**src/shared/cfg_pkg.sv**
```systemverilog
package cfg_pkg;

   // logical device numbers, held in address bits 13:10
   localparam logic [3:0] LDN_IRQ = 4'h0;
   localparam logic [3:0] LDN_SERIAL = 4'h4;
   localparam logic [3:0] LDN_MIDI = 4'h5;
   localparam logic [3:0] LDN_KBD = 4'h7;

   // configuration indices, held in address bits 9:2
   localparam logic [7:0] IDX_IRQ_STATUS = 8'h00;
   localparam logic [7:0] IDX_IRQ_MASK = 8'h01;
   localparam logic [7:0] IDX_MIDI_HIGH = 8'h60;
   localparam logic [7:0] IDX_MIDI_LOW = 8'h61;
   localparam logic [7:0] IDX_SERIAL_MODE = 8'hf0;
   localparam logic [7:0] IDX_KBD_SELECT = 8'hf0;

   // serial mode control fields
   localparam int SER_MIDI_BIT = 0;
   localparam int SER_SPEED_BIT = 1;
   localparam int SER_SHARE_BIT = 7;
   localparam logic [7:0] SER_WR_MASK = 8'h83;
   localparam logic [7:0] SER_RESET = 8'h00;

   // midi base address fields
   localparam logic [7:0] MIDI_HIGH_WR_MASK = 8'h0f;
   localparam logic [7:0] MIDI_LOW_WR_MASK = 8'hfe;
   localparam logic [7:0] MIDI_HIGH_RESET = 8'h00;
   localparam logic [7:0] MIDI_LOW_RESET = 8'h30;

   // keyboard reset and a20 select fields
   localparam int KBD_POL_BIT = 7;
   localparam int KBD_MISO_BIT = 6;
   localparam int KBD_KISO_BIT = 5;
   localparam int KBD_MIRQ_SEL_BIT = 4;
   localparam int KBD_KIRQ_SEL_BIT = 3;
   localparam int KBD_P92_BIT = 2;
   localparam logic [7:0] KBD_WR_MASK = 8'hfc;
   localparam logic [7:0] KBD_RESET = 8'h00;

   // interrupt status and mask layout
   localparam int IRQ_KBD_BIT = 0;
   localparam int IRQ_MOUSE_BIT = 1;
   localparam int IRQ_SERIAL_BIT = 2;
   localparam int IRQ_WIDTH = 3;
   localparam logic [2:0] IRQ_RESET = 3'h0;

   // register selected by an access
   typedef enum {
      REG_NONE,
      REG_IRQ_STATUS,
      REG_IRQ_MASK,
      REG_MIDI_HIGH,
      REG_MIDI_LOW,
      REG_SERIAL,
      REG_KBD
   } reg_e;

endpackage : cfg_pkg

```
**src/hw/serial_midi_kbd_config.sv**
```systemverilog
`timescale 1ns/100ps
`default_nettype none

module serial_midi_kbd_config (
   // clock and reset
   input wire logic CORE_CLK,
   input wire logic RESET,
   // ahb-lite slave
   input wire logic HSEL,
   input wire logic [31:0] HADDR,
   input wire logic [1:0] HTRANS,
   input wire logic HWRITE,
   input wire logic [2:0] HSIZE,
   input wire logic [31:0] HWDATA,
   input wire logic HREADY,
   output logic HREADYOUT,
   output logic HRESP,
   output logic [31:0] HRDATA,
   // serial and midi units
   input wire logic UART_IRQ,
   input wire logic MIDI_IRQ,
   output logic UART_IRQ_OUT,
   output logic MIDI_IRQ_OUT,
   output logic MIDI_MODE_EN,
   output logic HIGH_SPEED_EN,
   output logic [11:0] MIDI_BASE_ADDR,
   // keyboard controller core
   input wire logic KBD_CORE_IRQ,
   input wire logic MOUSE_CORE_IRQ,
   input wire logic KBD_IRQ_ACK,
   input wire logic MOUSE_IRQ_ACK,
   input wire logic RESET_OUTPUT_LINE,
   input wire logic CORE_ADDR20,
   input wire logic PORT92_ADDR20,
   output logic KEYBOARD_IRQ,
   output logic MOUSE_IRQ,
   output logic KEYBOARD_RESET_OUT,
   output logic ADDR20_GATE,
   output logic PORT92_EN,
   // keyboard and mouse pins
   input wire logic KBD_CLK_PIN,
   input wire logic KEYBOARD_DATA_LINE,
   input wire logic MOUSE_CLK_PIN,
   input wire logic MOUSE_DATA_LINE,
   output logic KBD_CLK_TO_CORE,
   output logic KBD_DATA_TO_CORE,
   output logic MOUSE_CLK_TO_CORE,
   output logic MOUSE_DATA_TO_CORE,
   output logic KBD_DATA_WAKE,
   output logic MOUSE_DATA_WAKE,
   // interrupt
   output logic IRQ_OUT
);

   // address to register decode
   function automatic cfg_pkg::reg_e regsel_f(input logic [31:0] addr);
      logic [3:0] ldn;
      logic [7:0] idx;
      ldn = addr[13:10];
      idx = addr[9:2];
      regsel_f = cfg_pkg::REG_NONE;
      if (addr[31:14] == 18'h0_0000) begin
         case (ldn)
            cfg_pkg::LDN_IRQ: begin
               if (idx == cfg_pkg::IDX_IRQ_STATUS) begin
                  regsel_f = cfg_pkg::REG_IRQ_STATUS;
               end else if (idx == cfg_pkg::IDX_IRQ_MASK) begin
                  regsel_f = cfg_pkg::REG_IRQ_MASK;
               end
            end
            cfg_pkg::LDN_SERIAL: begin
               if (idx == cfg_pkg::IDX_SERIAL_MODE) begin
                  regsel_f = cfg_pkg::REG_SERIAL;
               end
            end
            cfg_pkg::LDN_MIDI: begin
               if (idx == cfg_pkg::IDX_MIDI_HIGH) begin
                  regsel_f = cfg_pkg::REG_MIDI_HIGH;
               end else if (idx == cfg_pkg::IDX_MIDI_LOW) begin
                  regsel_f = cfg_pkg::REG_MIDI_LOW;
               end
            end
            cfg_pkg::LDN_KBD: begin
               // indices f1..ff stay REG_NONE and read zero
               if (idx == cfg_pkg::IDX_KBD_SELECT) begin
                  regsel_f = cfg_pkg::REG_KBD;
               end
            end
            default: begin
               regsel_f = cfg_pkg::REG_NONE;
            end
         endcase
      end
   endfunction : regsel_f

   // bus state
   logic wr_pend_d, wr_pend_q;
   cfg_pkg::reg_e wsel_d, wsel_q;
   logic [31:0] rdata_d, rdata_q;
   logic ready_q;
   // register state
   logic [7:0] ser_d, ser_q;
   logic [7:0] mhi_d, mhi_q;
   logic [7:0] mlo_d, mlo_q;
   logic [7:0] kbd_d, kbd_q;
   logic [2:0] st_d, st_q;
   logic [2:0] mask_d, mask_q;
   logic irq_d, irq_q;
   // event and latch state
   logic [2:0] ev;
   logic kbd_prev_q, mouse_prev_q, ser_prev_q;
   logic klat_d, klat_q, mlat_d, mlat_q;
   // pin synchronisers: kbd clk, kbd data, mouse clk, mouse data
   logic [3:0] pin_s1_q, pin_s2_q;
   // registered outputs
   logic uart_o_d, uart_o_q, midi_o_d, midi_o_q;
   logic kirq_d, kirq_q, mirq_d, mirq_q;
   logic krst_d, krst_q, a20_d, a20_q;
   logic [3:0] core_pin_d, core_pin_q;
   logic [1:0] wake_q;
   cfg_pkg::reg_e rsel;
   logic rd_req;

   // address phase capture and register write next values
   always_comb begin
      wr_pend_d = HSEL & HTRANS[1] & HWRITE & HREADY;
      wsel_d = regsel_f(HADDR);
      rsel = regsel_f(HADDR);
      rd_req = HSEL & HTRANS[1] & ~HWRITE & HREADY;
      ser_d = ser_q;
      mhi_d = mhi_q;
      mlo_d = mlo_q;
      kbd_d = kbd_q;
      mask_d = mask_q;
      st_d = st_q;
      if (wr_pend_q) begin
         case (wsel_q)
            cfg_pkg::REG_SERIAL: begin
               ser_d = HWDATA[7:0] & cfg_pkg::SER_WR_MASK;
            end
            cfg_pkg::REG_MIDI_HIGH: begin
               mhi_d = HWDATA[7:0] & cfg_pkg::MIDI_HIGH_WR_MASK;
            end
            cfg_pkg::REG_MIDI_LOW: begin
               mlo_d = HWDATA[7:0] & cfg_pkg::MIDI_LOW_WR_MASK;
            end
            cfg_pkg::REG_KBD: begin
               kbd_d = HWDATA[7:0] & cfg_pkg::KBD_WR_MASK;
            end
            cfg_pkg::REG_IRQ_MASK: begin
               mask_d = HWDATA[2:0];
            end
            cfg_pkg::REG_IRQ_STATUS: begin
               st_d = st_q & ~HWDATA[2:0];
            end
            default: begin
               ser_d = ser_q;
            end
         endcase
      end
      // new events win over a clear in the same cycle
      st_d = st_d | ev;
      irq_d = |(st_d & mask_d);
   end

   // read data from next values so a write then read sees fresh data
   always_comb begin
      rdata_d = 32'h0000_0000;
      if (rd_req) begin
         case (rsel)
            cfg_pkg::REG_SERIAL: rdata_d[7:0] = ser_d;
            cfg_pkg::REG_MIDI_HIGH: rdata_d[7:0] = mhi_d;
            cfg_pkg::REG_MIDI_LOW: rdata_d[7:0] = mlo_d;
            cfg_pkg::REG_KBD: rdata_d[7:0] = kbd_d;
            cfg_pkg::REG_IRQ_STATUS: rdata_d[2:0] = st_d;
            cfg_pkg::REG_IRQ_MASK: rdata_d[2:0] = mask_d;
            default: rdata_d = 32'h0000_0000;
         endcase
      end
   end

   // bus and register flip-flops
   always_ff @(posedge CORE_CLK) begin
      if (RESET) begin
         wr_pend_q <= 1'b0;
         wsel_q <= cfg_pkg::REG_NONE;
         rdata_q <= 32'h0000_0000;
         ready_q <= 1'b0;
         ser_q <= cfg_pkg::SER_RESET;
         mhi_q <= cfg_pkg::MIDI_HIGH_RESET;
         mlo_q <= cfg_pkg::MIDI_LOW_RESET;
         kbd_q <= cfg_pkg::KBD_RESET;
         st_q <= cfg_pkg::IRQ_RESET;
         mask_q <= cfg_pkg::IRQ_RESET;
         irq_q <= 1'b0;
      end else begin
         wr_pend_q <= wr_pend_d;
         wsel_q <= wsel_d;
         rdata_q <= rdata_d;
         ready_q <= 1'b1;
         ser_q <= ser_d;
         mhi_q <= mhi_d;
         mlo_q <= mlo_d;
         kbd_q <= kbd_d;
         st_q <= st_d;
         mask_q <= mask_d;
         irq_q <= irq_d;
      end
   end

   // events, latches and output next values
   always_comb begin
      ev = 3'h0;
      ev[cfg_pkg::IRQ_KBD_BIT] = KBD_CORE_IRQ & ~kbd_prev_q;
      ev[cfg_pkg::IRQ_MOUSE_BIT] = MOUSE_CORE_IRQ & ~mouse_prev_q;
      ev[cfg_pkg::IRQ_SERIAL_BIT] = (UART_IRQ | MIDI_IRQ) & ~ser_prev_q;
      // latch sets on a core rise, core ack clears, set wins
      klat_d = ev[cfg_pkg::IRQ_KBD_BIT] | (klat_q & ~KBD_IRQ_ACK);
      mlat_d = ev[cfg_pkg::IRQ_MOUSE_BIT] | (mlat_q & ~MOUSE_IRQ_ACK);
      if (kbd_q[cfg_pkg::KBD_KIRQ_SEL_BIT]) begin
         kirq_d = klat_q;
      end else begin
         kirq_d = KBD_CORE_IRQ & klat_q;
      end
      if (kbd_q[cfg_pkg::KBD_MIRQ_SEL_BIT]) begin
         mirq_d = mlat_q;
      end else begin
         mirq_d = MOUSE_CORE_IRQ & mlat_q;
      end
      // shared mode drives both lines from either source
      if (ser_q[cfg_pkg::SER_SHARE_BIT]) begin
         uart_o_d = UART_IRQ | MIDI_IRQ;
         midi_o_d = UART_IRQ | MIDI_IRQ;
      end else begin
         uart_o_d = UART_IRQ;
         midi_o_d = MIDI_IRQ;
      end
      // reset line polarity
      if (kbd_q[cfg_pkg::KBD_POL_BIT]) begin
         krst_d = RESET_OUTPUT_LINE;
      end else begin
         krst_d = ~RESET_OUTPUT_LINE;
      end
      a20_d = CORE_ADDR20 |
         (kbd_q[cfg_pkg::KBD_P92_BIT] & PORT92_ADDR20);
      // isolated lines idle high toward the core
      core_pin_d[1:0] = kbd_q[cfg_pkg::KBD_KISO_BIT] ?
         2'b11 : pin_s2_q[1:0];
      core_pin_d[3:2] = kbd_q[cfg_pkg::KBD_MISO_BIT] ?
         2'b11 : pin_s2_q[3:2];
   end

   // pin sync, latch and output flip-flops
   always_ff @(posedge CORE_CLK) begin
      if (RESET) begin
         pin_s1_q <= 4'hf;
         pin_s2_q <= 4'hf;
         kbd_prev_q <= 1'b0;
         mouse_prev_q <= 1'b0;
         ser_prev_q <= 1'b0;
         klat_q <= 1'b0;
         mlat_q <= 1'b0;
         kirq_q <= 1'b0;
         mirq_q <= 1'b0;
         uart_o_q <= 1'b0;
         midi_o_q <= 1'b0;
         krst_q <= 1'b1;
         a20_q <= 1'b0;
         core_pin_q <= 4'hf;
         wake_q <= 2'b11;
      end else begin
         pin_s1_q <= {MOUSE_DATA_LINE, MOUSE_CLK_PIN,
            KEYBOARD_DATA_LINE, KBD_CLK_PIN};
         pin_s2_q <= pin_s1_q;
         kbd_prev_q <= KBD_CORE_IRQ;
         mouse_prev_q <= MOUSE_CORE_IRQ;
         ser_prev_q <= UART_IRQ | MIDI_IRQ;
         klat_q <= klat_d;
         mlat_q <= mlat_d;
         kirq_q <= kirq_d;
         mirq_q <= mirq_d;
         uart_o_q <= uart_o_d;
         midi_o_q <= midi_o_d;
         krst_q <= krst_d;
         a20_q <= a20_d;
         core_pin_q <= core_pin_d;
         wake_q <= {pin_s2_q[3], pin_s2_q[1]};
      end
   end

   // port drive
   assign HREADYOUT = ready_q;
   assign HRESP = 1'b0;
   assign HRDATA = rdata_q;
   assign UART_IRQ_OUT = uart_o_q;
   assign MIDI_IRQ_OUT = midi_o_q;
   assign MIDI_MODE_EN = ser_q[cfg_pkg::SER_MIDI_BIT];
   assign HIGH_SPEED_EN = ser_q[cfg_pkg::SER_SPEED_BIT];
   assign MIDI_BASE_ADDR = {mhi_q[3:0], mlo_q};
   assign KEYBOARD_IRQ = kirq_q;
   assign MOUSE_IRQ = mirq_q;
   assign KEYBOARD_RESET_OUT = krst_q;
   assign ADDR20_GATE = a20_q;
   assign PORT92_EN = kbd_q[cfg_pkg::KBD_P92_BIT];
   assign KBD_CLK_TO_CORE = core_pin_q[0];
   assign KBD_DATA_TO_CORE = core_pin_q[1];
   assign MOUSE_CLK_TO_CORE = core_pin_q[2];
   assign MOUSE_DATA_TO_CORE = core_pin_q[3];
   assign KBD_DATA_WAKE = wake_q[0];
   assign MOUSE_DATA_WAKE = wake_q[1];
   assign IRQ_OUT = irq_q;
endmodule : serial_midi_kbd_config

`default_nettype wire

```
**config.mk**
```make
export PLATFORM = sky130hd
export DESIGN_NAME = serial_midi_kbd_config
export DESIGN_NICKNAME = d
export VERILOG_FILES = /design/src/shared/cfg_pkg.sv /design/src/hw/serial_midi_kbd_config.sv
export SDC_FILE = /design/constraint.sdc
export NUM_CORES = 1
export LEC_CHECK = 0
export ABC_CLOCK_PERIOD_IN_PS = 5400
export BUFFER_PORTS_ARGS = -buffer_cell sky130_fd_sc_hd__buf_2
export CAP_MARGIN = 20
export CORE_MARGIN = 2
export CORE_UTILIZATION = 45
export CTS_CLUSTER_DIAMETER = 40
export DETAILED_ROUTE_END_ITERATION = 8
export PLACE_DENSITY = 0.76
export SYNTH_ARGS = -nofsm -noshare
export SYNTH_HDL_FRONTEND = slang
export SYNTH_SLANG_ARGS = --single-unit
```
**constraint.sdc**
```tcl
create_clock -name CORE_CLK -period 5.4 [get_ports CORE_CLK]
set_input_delay 1.08 -clock CORE_CLK [delete_from_list [all_inputs] [get_ports CORE_CLK]]
set_output_delay 1.08 -clock CORE_CLK [all_outputs]
set_load 0.01 [all_outputs]
```
==> run metrics, run 1 <==
status finished clean; Fin. Hold Viols 0; synthesized flop and latch total 77; clk_skew about 0.0096 ns; final worst slack between 2 and 2.5 ns; Synth top cells by count dfxtp_1, nor2_1, buf_4; most common cell in the synthesized netlist dfxtp_1; core footprint between 0.007 and 0.008 mm²; async set or reset register ratio after synthesis 0%; RD Place Congestion about 0.85; Logic pwr share about 6.9%; Worst VDD drop 0.0001395 V; Worst Hold Depth 1; Sink Count 77; vias per cell a little over 5; post-cts hold buffer count 0; Pint 0.0007978 W; unrepaired setup endpoints after global routing no; reg-to-reg startpoint wsel_q[2]; initial antenna violation count 0; register area roughly 0.0015 mm²; Required @ worst endpoint approximately 5.7 ns; post-route ant nets 0; crit path max fanout 8; switching pwr approximately 0.00026 W; clock root buffer clkbuf_8; share of total power in the clock network between 30% and 40%; initial core utilization a little under half; average size of a mapped cell a little under 10 µm²; Area growth, synth to finish 18.46%; DR vias 2687; DRT Pass-1 Iters 4; Main synth FF type dfxtp_1; CTS tree done; Hold Path End pin_s2_q[1]; Post-Route WL between 7000 and 8000 µm; Post-DP Area approximately 0.0038 mm²; detailed placer's ending HPWL approximately 5600 µm; Hold Path Origin pin_s1_q[1]; fmax ~320 MHz; CTS resizes 0; Clock Latency Late Sink 0.35 ns; total setup buffers inserted after CTS 0; # nets final just over 500; Least-Margin Pin Slew between 0.8 and 0.9 ns; initial drt markers approximately 190; Longest Clk Path Bufs 2; ANT cells 0; largest net degree at the start of global routing 44; Period minus WS final 3.165 ns; area of the multi-input gates between 0.0015 and 0.002 mm²; reg2reg end HRDATA[0]; Post-Layout Cell Count approximately 530; R2R depth 6; DIE AREA slightly above 0.008 mm²; CTS Buf Count 9; cell taking the most area after synthesis dfxtp_1; Syn. warnings 0; worst reg-to-reg setup slack 3.15 ns; worst hold slack between 0.4 and 0.5 ns; Seq pwr share a little over half; DP Worst Slack 1.951 ns; data arrival time of the worst path between 3 and 4 ns; vias in the first global route approximately 2500; Non-Filler Cell Area, Final 0.003943 mm²; worst min path class flip-flop to flip-flop; Post-synth EDFFs 0; CP endpoint kind flip-flop; # setup viols final 0; fin. max-slew vios 0; IO Count between 100 and 150; largest cells by area after synthesis dfxtp_1, buf_4, mux2i_1; sequential-to-total area share from yosys stat a little under half; Worst Setup Start Kind input port; Die W about 90 µm; Final Cycle Share between 50% and 60%; # DRC 0; Static Leak approximately 1.7 nW; Inst Count DP ~520; die height about 90 µm; sw frac around a quarter; H-tree depth 3; Overall Global Routing Usage between 10% and 20%; first-pass GRT wire length between 10000 and 15000 µm; layout cell share with drive strength beyond 1 32.95%; drt wl/cell around 14 µm; site row count 31; WS Path Type input port to flip-flop; worst-case headroom to the max-slew limit a little over two fifths; Post-Syn Area between 0.003 and 0.004 mm²; Yosys top cell area share 46.32%; post-synthesis cell count around 340; Sum Neg Setup Slack 0 ns; PwrDens ~270 mW/mm²; post-synthesis cell type count 58; Max-Cap Viols 0; Clk pin slew, worst setup/hold paths ~0.080 ns; port bufs between 90 and 100; GRT Residual Overflow 0; FILL cells around 700
cell families (layout without fill, tap and decap cells):
kind of cell,Yosys count,count (layout),synth area share [%]
AOI/OAI and AO/OA,48,48,11.54
xor gates and xnor gates,2,2,0.5264
buffers and inverters,44,115,8.308
DFF,77,77,46.32
muxes,24,24,7.594
other,1,25,0.1127
and+or+nand+nor,143,143,25.60
cells in the final DEF (no fill, tap or decap), types with 4 or more instances in the layout:
| master | Yosys | final |
|---|---|---|
| buf_2 | 2 | 93 |
| mux2_2 | 10 | 10 |
| conb_1 | 1 | 25 |
| dfxtp_1 | 77 | 77 |
| inv_1 | 5 | 5 |
| and3_1 | 7 | 7 |
| or2_2 | 11 | 11 |
| a21oi_1 | 17 | 17 |
| mux2i_1 | 14 | 14 |
| a222oi_1 | 4 | 4 |
| nor4_1 | 7 | 7 |
| and2_1 | 15 | 15 |
| nor2b_1 | 5 | 5 |
| or3_1 | 7 | 7 |
| nor2_1 | 35 | 35 |
| nand2_1 | 17 | 17 |
| clkbuf_8 | 0 | 11 |
| nor3_1 | 5 | 5 |
final cells by class:
type	instances	area share (%)
inverters	5	0.4760
multi-input cells	242	40.59
clock buffers	11	3.840
flip-flops and latches	77	39.10
clock inverters	5	0.8569
repair buffers	94	12.00
well taps	99	3.142
worst max-delay path by stage:
stage	start	endpoint	cells past startpoint
6_report	HADDR[6]	HRDATA[2]	7
5_1_grt	HADDR[6]	HRDATA[2]	7
4_1_cts	HADDR[6]	HRDATA[2]	7
3_5_place_dp	HADDR[6]	HRDATA[2]	7
3_3_place_gp	HADDR[6]	HRDATA[2]	7
2_1_floorplan	HADDR[10]	HRDATA[2]	7
worst max-delay path, stage by stage:
cell and delay (ns):
buf_2 0.13, nor4b_1 0.48, o2bb2ai_1 0.34, nand4_2 0.27, nor3b_1 0.69, a22oi_1 0.15, a311oi_1 0.29
sequential cells by signal (all words and copies together) (netlist names), 2 cells and up:
register and flops:
HRDATA 8, core_pin_q 4, kbd_q 8, mask_q 3, mhi_q 8, mlo_q 8, pin_s1_q 4, pin_s2_q 4
ser_q 8, st_q 3, wake_q 2, wsel_q 3
power groups by stage:
stage | Sequential (W) | Combinational (W) | Clock (W)
global placement | 0.000594 | 0.0000707 | 0
finish | 0.000581 | 0.0000730 | 0.000406
CTS | 0.000581 | 0.0000728 | 0.000412
detailed placement | 0.000594 | 0.0000726 | 0
floorplan | 0.000595 | 0.0000470 | 0
global route | 0.000582 | 0.0000809 | 0.000433
through the flow:
stage	utilization, %	power [W]
floorplan	-	0.0006424
global placement	52.08	0.0006644
detailed placement	52.08	0.0006666
CTS	54.65	0.001066
global route	54.65	0.001095
finish	54.65	0.001060
routing by layer:
metal | part of all wire [%] | vias up | GRT usage, %
met5 | 0 | - | 0
met4 | 1.7 | 0 | 7.436
met3 | 5.5 | 12 | 3.772
met2 | 49 | 93 | 31.33
met1 | 43 | 1251 | 23.89
li1 | - | 1331 | -
Note: power is estimated with default switching activity, not from simulation.
==> run 2, diff against run 1 <==
ABC_CLOCK_PERIOD_IN_PS = 2650   (was 5400)
CORE_UTILIZATION = 42   (was 45)
PLACE_DENSITY = 0.74   (was 0.76)
clock period = 2.65 ns   (was 5.4 ns; I/O delays follow)
==> run metrics, run 2 (synthesized netlist as in run 1, its figures left out) <==
status finished clean; clk_skew 0.002187 ns (-0.007387 ns); detailed placer's ending HPWL 5835 µm (+3.8%); initial antenna violation count 0 (unchanged); initial core utilization 43.29% (-2.8 points); Area growth, synth to finish 21.32%; Post-Layout Cell Count 549 (+3.0%); Seq pwr share 56.1% (+1.3 points); initial drt markers 160 (-18%); Max-Cap Viols 0 (unchanged); final core utilization 52.52% (-2.1 points); DR vias 2701 (+0.52%); first-pass GRT wire length 12510 µm (+2.8%); Worst Setup Start Kind input port; commonest non-fill, non-tap cells in the layout buf_2, dfxtp_1, nor2_1, conb_1; WS Path Type input port to flip-flop; core footprint 0.007687 mm² (+6.6%); Die W 93.02 µm (+3.4%); Longest Clk Path Bufs 2 (unchanged); ANT cells 0 (unchanged); FILL cells 737 (+8.4%); Worst VDD drop 0.0002844 V (+100%); register area 0.001541 mm² (unchanged); share of total power in the clock network 36.6% (-1.7 points); # setup viols final 0 (unchanged); vias in the first global route 2648 (+7.8%); commonest non-fill, non-tap cell in the layout buf_2; Post-Route WL 7820 µm (+2.5%); RD Place Congestion 0.8974 (+5.2%); Fin. Hold Viols 0 (unchanged); DP Worst Slack -0.08568 ns (-2.037 ns); worst-case headroom to the max-slew limit 53.37% (+9.5 points); total setup buffers inserted after CTS 0 (unchanged); unrepaired setup endpoints after global routing no; CTS Buf Count 9 (unchanged); Final Cycle Share 88.65%; DRT Pass-1 Iters 4 (unchanged); port bufs 93 (unchanged); fmax approximately 430 MHz; data arrival time of the worst path 2.59 ns (-0.84 ns); PwrDens 522.7 mW/mm² (+94%); post-route ant nets 0 (unchanged); Overall Global Routing Usage 18.47% (-0.32 points); H-tree depth 3 (unchanged); worst min path class input port to flip-flop; vias per cell 4.920 (-2.4%); Period minus WS final approximately 2.3 ns; final worst slack 0.3007 ns (-1.934 ns); layout cell share with drive strength beyond 1 34.90% (+2.0 points); Sink Count 77 (unchanged); CP endpoint kind flip-flop; site row count 32 (+3.2%); # DRC 0 (unchanged); Clk pin slew, worst setup/hold paths 0.08 ns (about the same); die height 93.02 µm (+3.4%); DIE AREA 0.008653 mm² (+6.8%); IO Count 149 (unchanged); GRT Residual Overflow 0 (unchanged); largest net degree at the start of global routing 43 (-2.3%); crit path max fanout 4 (-4); Logic pwr share 7.3% (+0.4 points); Clock Latency Late Sink 0.35 ns (about the same); # nets final 531 (+2.9%); switching pwr 0.0005175 W (+97%); Required @ worst endpoint 2.89 ns (-2.77 ns); area of the multi-input gates 0.001600 mm² (unchanged); CTS resizes 0 (unchanged); fin. max-slew vios 0 (unchanged); Pint 0.001593 W (+100%); clock root buffer clkbuf_8; Static Leak 1.794 nW (+3.9%); post-cts hold buffer count 0 (unchanged); Least-Margin Pin Slew 0.6921 ns (-0.1436 ns); drt wl/cell 14.24 µm (-0.51%); sw frac 24.52% (-0.21 points); CTS tree done; Inst Count DP 535 (+3.5%)
[run 2: changes by cell type in the layout (fill, tap and decap cells not counted), sizes merged]
cell / delta
buf: +15
clkbuf: -1
clkinvlp: -1
clkinv: +1
inv: -1
[run 2: metrics by stage]
stage               setup TNS [ns]  hold WS, ns  total power, W  area, µm²
floorplan                        0       0.3844        0.001309       3418
global placement                 0       0.3902        0.001360       3874
detailed placement        -0.08568       0.3884        0.001364       3874
CTS                              0       0.3437        0.002125       4038
global route                     0       0.3482        0.002190       4038
finish                           0       0.3593        0.002111       4038
[run 2: worst paths after layout]
check,startpoint,endpoint,slack (ns),depth (start not counted)
worst max-delay path,HADDR[6],HRDATA[1],0.30,7
worst min-delay path,MOUSE_DATA_LINE,pin_s1_q[3],0.36,2
worst max register to register,wsel_q[1],HRDATA[0],0.49,5
worst min register to register,pin_s2_q[2],core_pin_q[2],0.41,1
[run 2: area by class of cell]
| cell class | count | share of cell area, % |
|---|---|---|
| clock buffers | 10 | 3.409 |
| well taps | 102 | 3.161 |
| multi-input cells | 242 | 39.63 |
| flip-flops and latches | 77 | 38.18 |
| inverters | 5 | 0.4648 |
| clock inverters | 4 | 0.6508 |
| repair buffers | 109 | 14.50 |
[run 2: worst max-delay path, stage by stage]
cell and delay (ns):
buf_2 0.11, or4_4 0.56, nor4_4 0.28, o2111ai_2 0.21, a211o_1 0.40, or2_0 0.23, a311oi_1 0.27
[run 2: routing by layer]
metal	part of all wire, %	track usage [%]
met1	44	22.16
met2	48	30.74
met3	4.8	4.754
met4	2.9	9.069
met5	0	0
[run 2: power groups by stage]
stage	combinational (W)	sequential, W	clock, W
6_report	0.000155	0.00118	0.000772
5_1_grt	0.000173	0.00119	0.000832
4_1_cts	0.000154	0.00118	0.000788
3_5_place_dp	0.000153	0.00121	0
3_3_place_gp	0.000150	0.00121	0
2_1_floorplan	0.0000957	0.00121	0
==> run 3, diff against run 2 <==
BUFFER_PORTS_ARGS = not set   (was -buffer_cell sky130_fd_sc_hd__buf_2)
CORE_UTILIZATION = 45   (was 42)
CTS_CLUSTER_SIZE = 12   (was not set)
DONT_BUFFER_PORTS = 1   (was not set)
HOLD_SLACK_MARGIN = 0.05   (was not set)
PLACE_DENSITY = 0.61   (was 0.74)
==> run metrics, run 3 (synthesized netlist as in run 1, its figures left out) <==
vias in the first global route 2179 (-18%); clk_skew 0.008170 ns (+0.005983 ns); H-tree depth 3 (unchanged); site row count 31 (-3.1%); Least-Margin Pin Slew 0.7455 ns (+0.05337 ns); Seq pwr share 54.7% (-1.4 points); Worst Hold Depth 1 (-1); Overall Global Routing Usage 18.11% (-0.36 points); status finished clean; Hold Path Origin HWRITE; Area growth, synth to finish 7.820%; Clock Latency Late Sink 0.35 ns (about the same); Logic pwr share 3.3% (-4.0 points); ANT cells 0 (unchanged); Final Power 0.002172 W (+2.9%); unrepaired setup endpoints after global routing no; fin. max-slew vios 0 (unchanged); Sum Neg Setup Slack 0 ns (unchanged); largest net degree at the start of global routing 44 (+2.3%); port bufs 0 (-100%); Longest Clk Path Bufs 2 (unchanged); CP cell instances or4_4, nor4_4, o2111ai_2, a211o_1, buf_4, or2_0, a21oi_1; post-cts hold buffer count 0 (unchanged); share of total power in the clock network 42.0% (+5.4 points); die height 90 µm (-3.2%); CTS Buf Count 9 (unchanged); reg-to-reg startpoint wsel_q[0]; Max-Cap Viols 0 (unchanged); WS Path Type input port to flip-flop; Static Leak 1.402 nW (-22%); PwrDens 605.2 mW/mm² (+16%); DRT Pass-1 Iters 5 (+1); Final Cycle Share 83.36% (-5.3 points); switching pwr 0.0005000 W (-3.4%); crit path max-delay cell type or4_4; core footprint 0.007214 mm² (-6.2%); Worst VDD drop 0.0003478 V (+22%); Sink Count 77 (unchanged); initial core utilization 46.13% (+2.8 points); Setup crit start HADDR[6]; detailed placer's ending HPWL 5365 µm (-8.1%); data arrival time of the worst path 2.48 ns (-0.11 ns); DR vias 2333 (-14%); Clk pin slew, worst setup/hold paths 0.08 ns (about the same); IO Count 149 (unchanged); initial antenna violation count 0 (unchanged); worst min path class input port to flip-flop; sw frac 23.02% (-1.5 points); worst-case headroom to the max-slew limit 49.78% (-3.6 points); # DRC 0 (unchanged); CTS resizes 0 (unchanged); Die W 90 µm (-3.2%); total setup buffers inserted after CTS 0 (unchanged); post-route ant nets 0 (unchanged); CP endpoint kind flip-flop; vias per cell 5.162 (+4.9%); fmax 452.7 MHz (+6.3%); # nets final 435 (-18%); CTS tree done; # setup viols final 0 (unchanged); R2R depth 5 (unchanged); first-pass GRT wire length 11480 µm (-8.2%); RD Place Congestion 0.8229 (-8.3%); layout cell share with drive strength beyond 1 17.56% (-17 points); Worst Setup Start Kind input port; GRT Residual Overflow 0 (unchanged); Post-Route WL 7242 µm (-7.4%); initial drt markers 91 (-43%); drt wl/cell 16.02 µm (+12%); Period minus WS final 2.209 ns (-0.1402 ns); commonest non-fill, non-tap cells in the layout dfxtp_1, nor2_1, conb_1, nand2_1, a21oi_1; Fin. Hold Viols 0 (unchanged); clock root buffer clkbuf_8; crit path max fanout 6 (+2); Required @ worst endpoint 2.92 ns (+0.03 ns); DIE AREA 0.008100 mm² (-6.4%); Pint 0.001672 W (+4.9%); Critical Path Max Stage Delay 0.55 ns (about the same); commonest non-fill, non-tap cell in the layout dfxtp_1
-- run 3: area by class of cell --
cell class / count / area [µm²]
tap: 99 / 123.9
inverter: 5 / 18.77
clock inverter: 6 / 68.82
timing repair buffer: 13 / 97.59
sequential: 77 / 1541
multi-input combinational: 242 / 1600
clock buffer: 10 / 137.6
fill: 708 / 3626
-- run 3: worst paths after layout --
path / to / slack (ns)
worst min register to register: core_pin_q[2] / 0.40
worst max-delay path: HRDATA[3] / 0.44
worst max register to register: HRDATA[0] / 0.63
worst min-delay path: HRDATA[2] / 0.26
-- run 3: routing by layer --
layer | share of wire, % | track usage, % | up-vias
met5 | 0 | 0 | -
met3 | 4.5 | 6.203 | 4
met1 | 47 | 22.83 | 1103
met2 | 48 | 29.20 | 59
met4 | 1.2 | 5.769 | 0
li1 | - | - | 1167
-- run 3: worst max-delay path, delay by kind of cell --
family	cells	cell delay, ns
and+or+nand+nor	3	1.04
AOI/OAI and AO/OA	3	0.75
buffers and inverters	1	0.15
-- run 3: power groups by stage --
stage / Clock (W) / Sequential [W] / Combinational, W
3_3_place_gp: 0 / 0.00121 / 0.0000711
2_1_floorplan: 0 / 0.00121 / 0.0000957
4_1_cts: 0.000939 / 0.00119 / 0.0000720
6_report: 0.000912 / 0.00119 / 0.0000718
5_1_grt: 0.000985 / 0.00119 / 0.0000811
3_5_place_dp: 0 / 0.00121 / 0.0000717
-- run 3: metrics by stage --
stage / setup WS [ns] / cells / util [%] / hold WS [ns] / cell area (µm²)
after floorplan: 0.2880 / 363 / - / 0.3844 / 3418
after global placement: 0.1098 / 436 / 46.88 / 0.3888 / 3382
after detailed placement: 0.1168 / 436 / 46.88 / 0.3903 / 3382
after CTS: 0.4826 / 452 / 49.74 / 0.2230 / 3588
after global routing: 0.3885 / 452 / 49.74 / 0.2246 / 3588
final: 0.4409 / 452 / 49.74 / 0.2578 / 3588
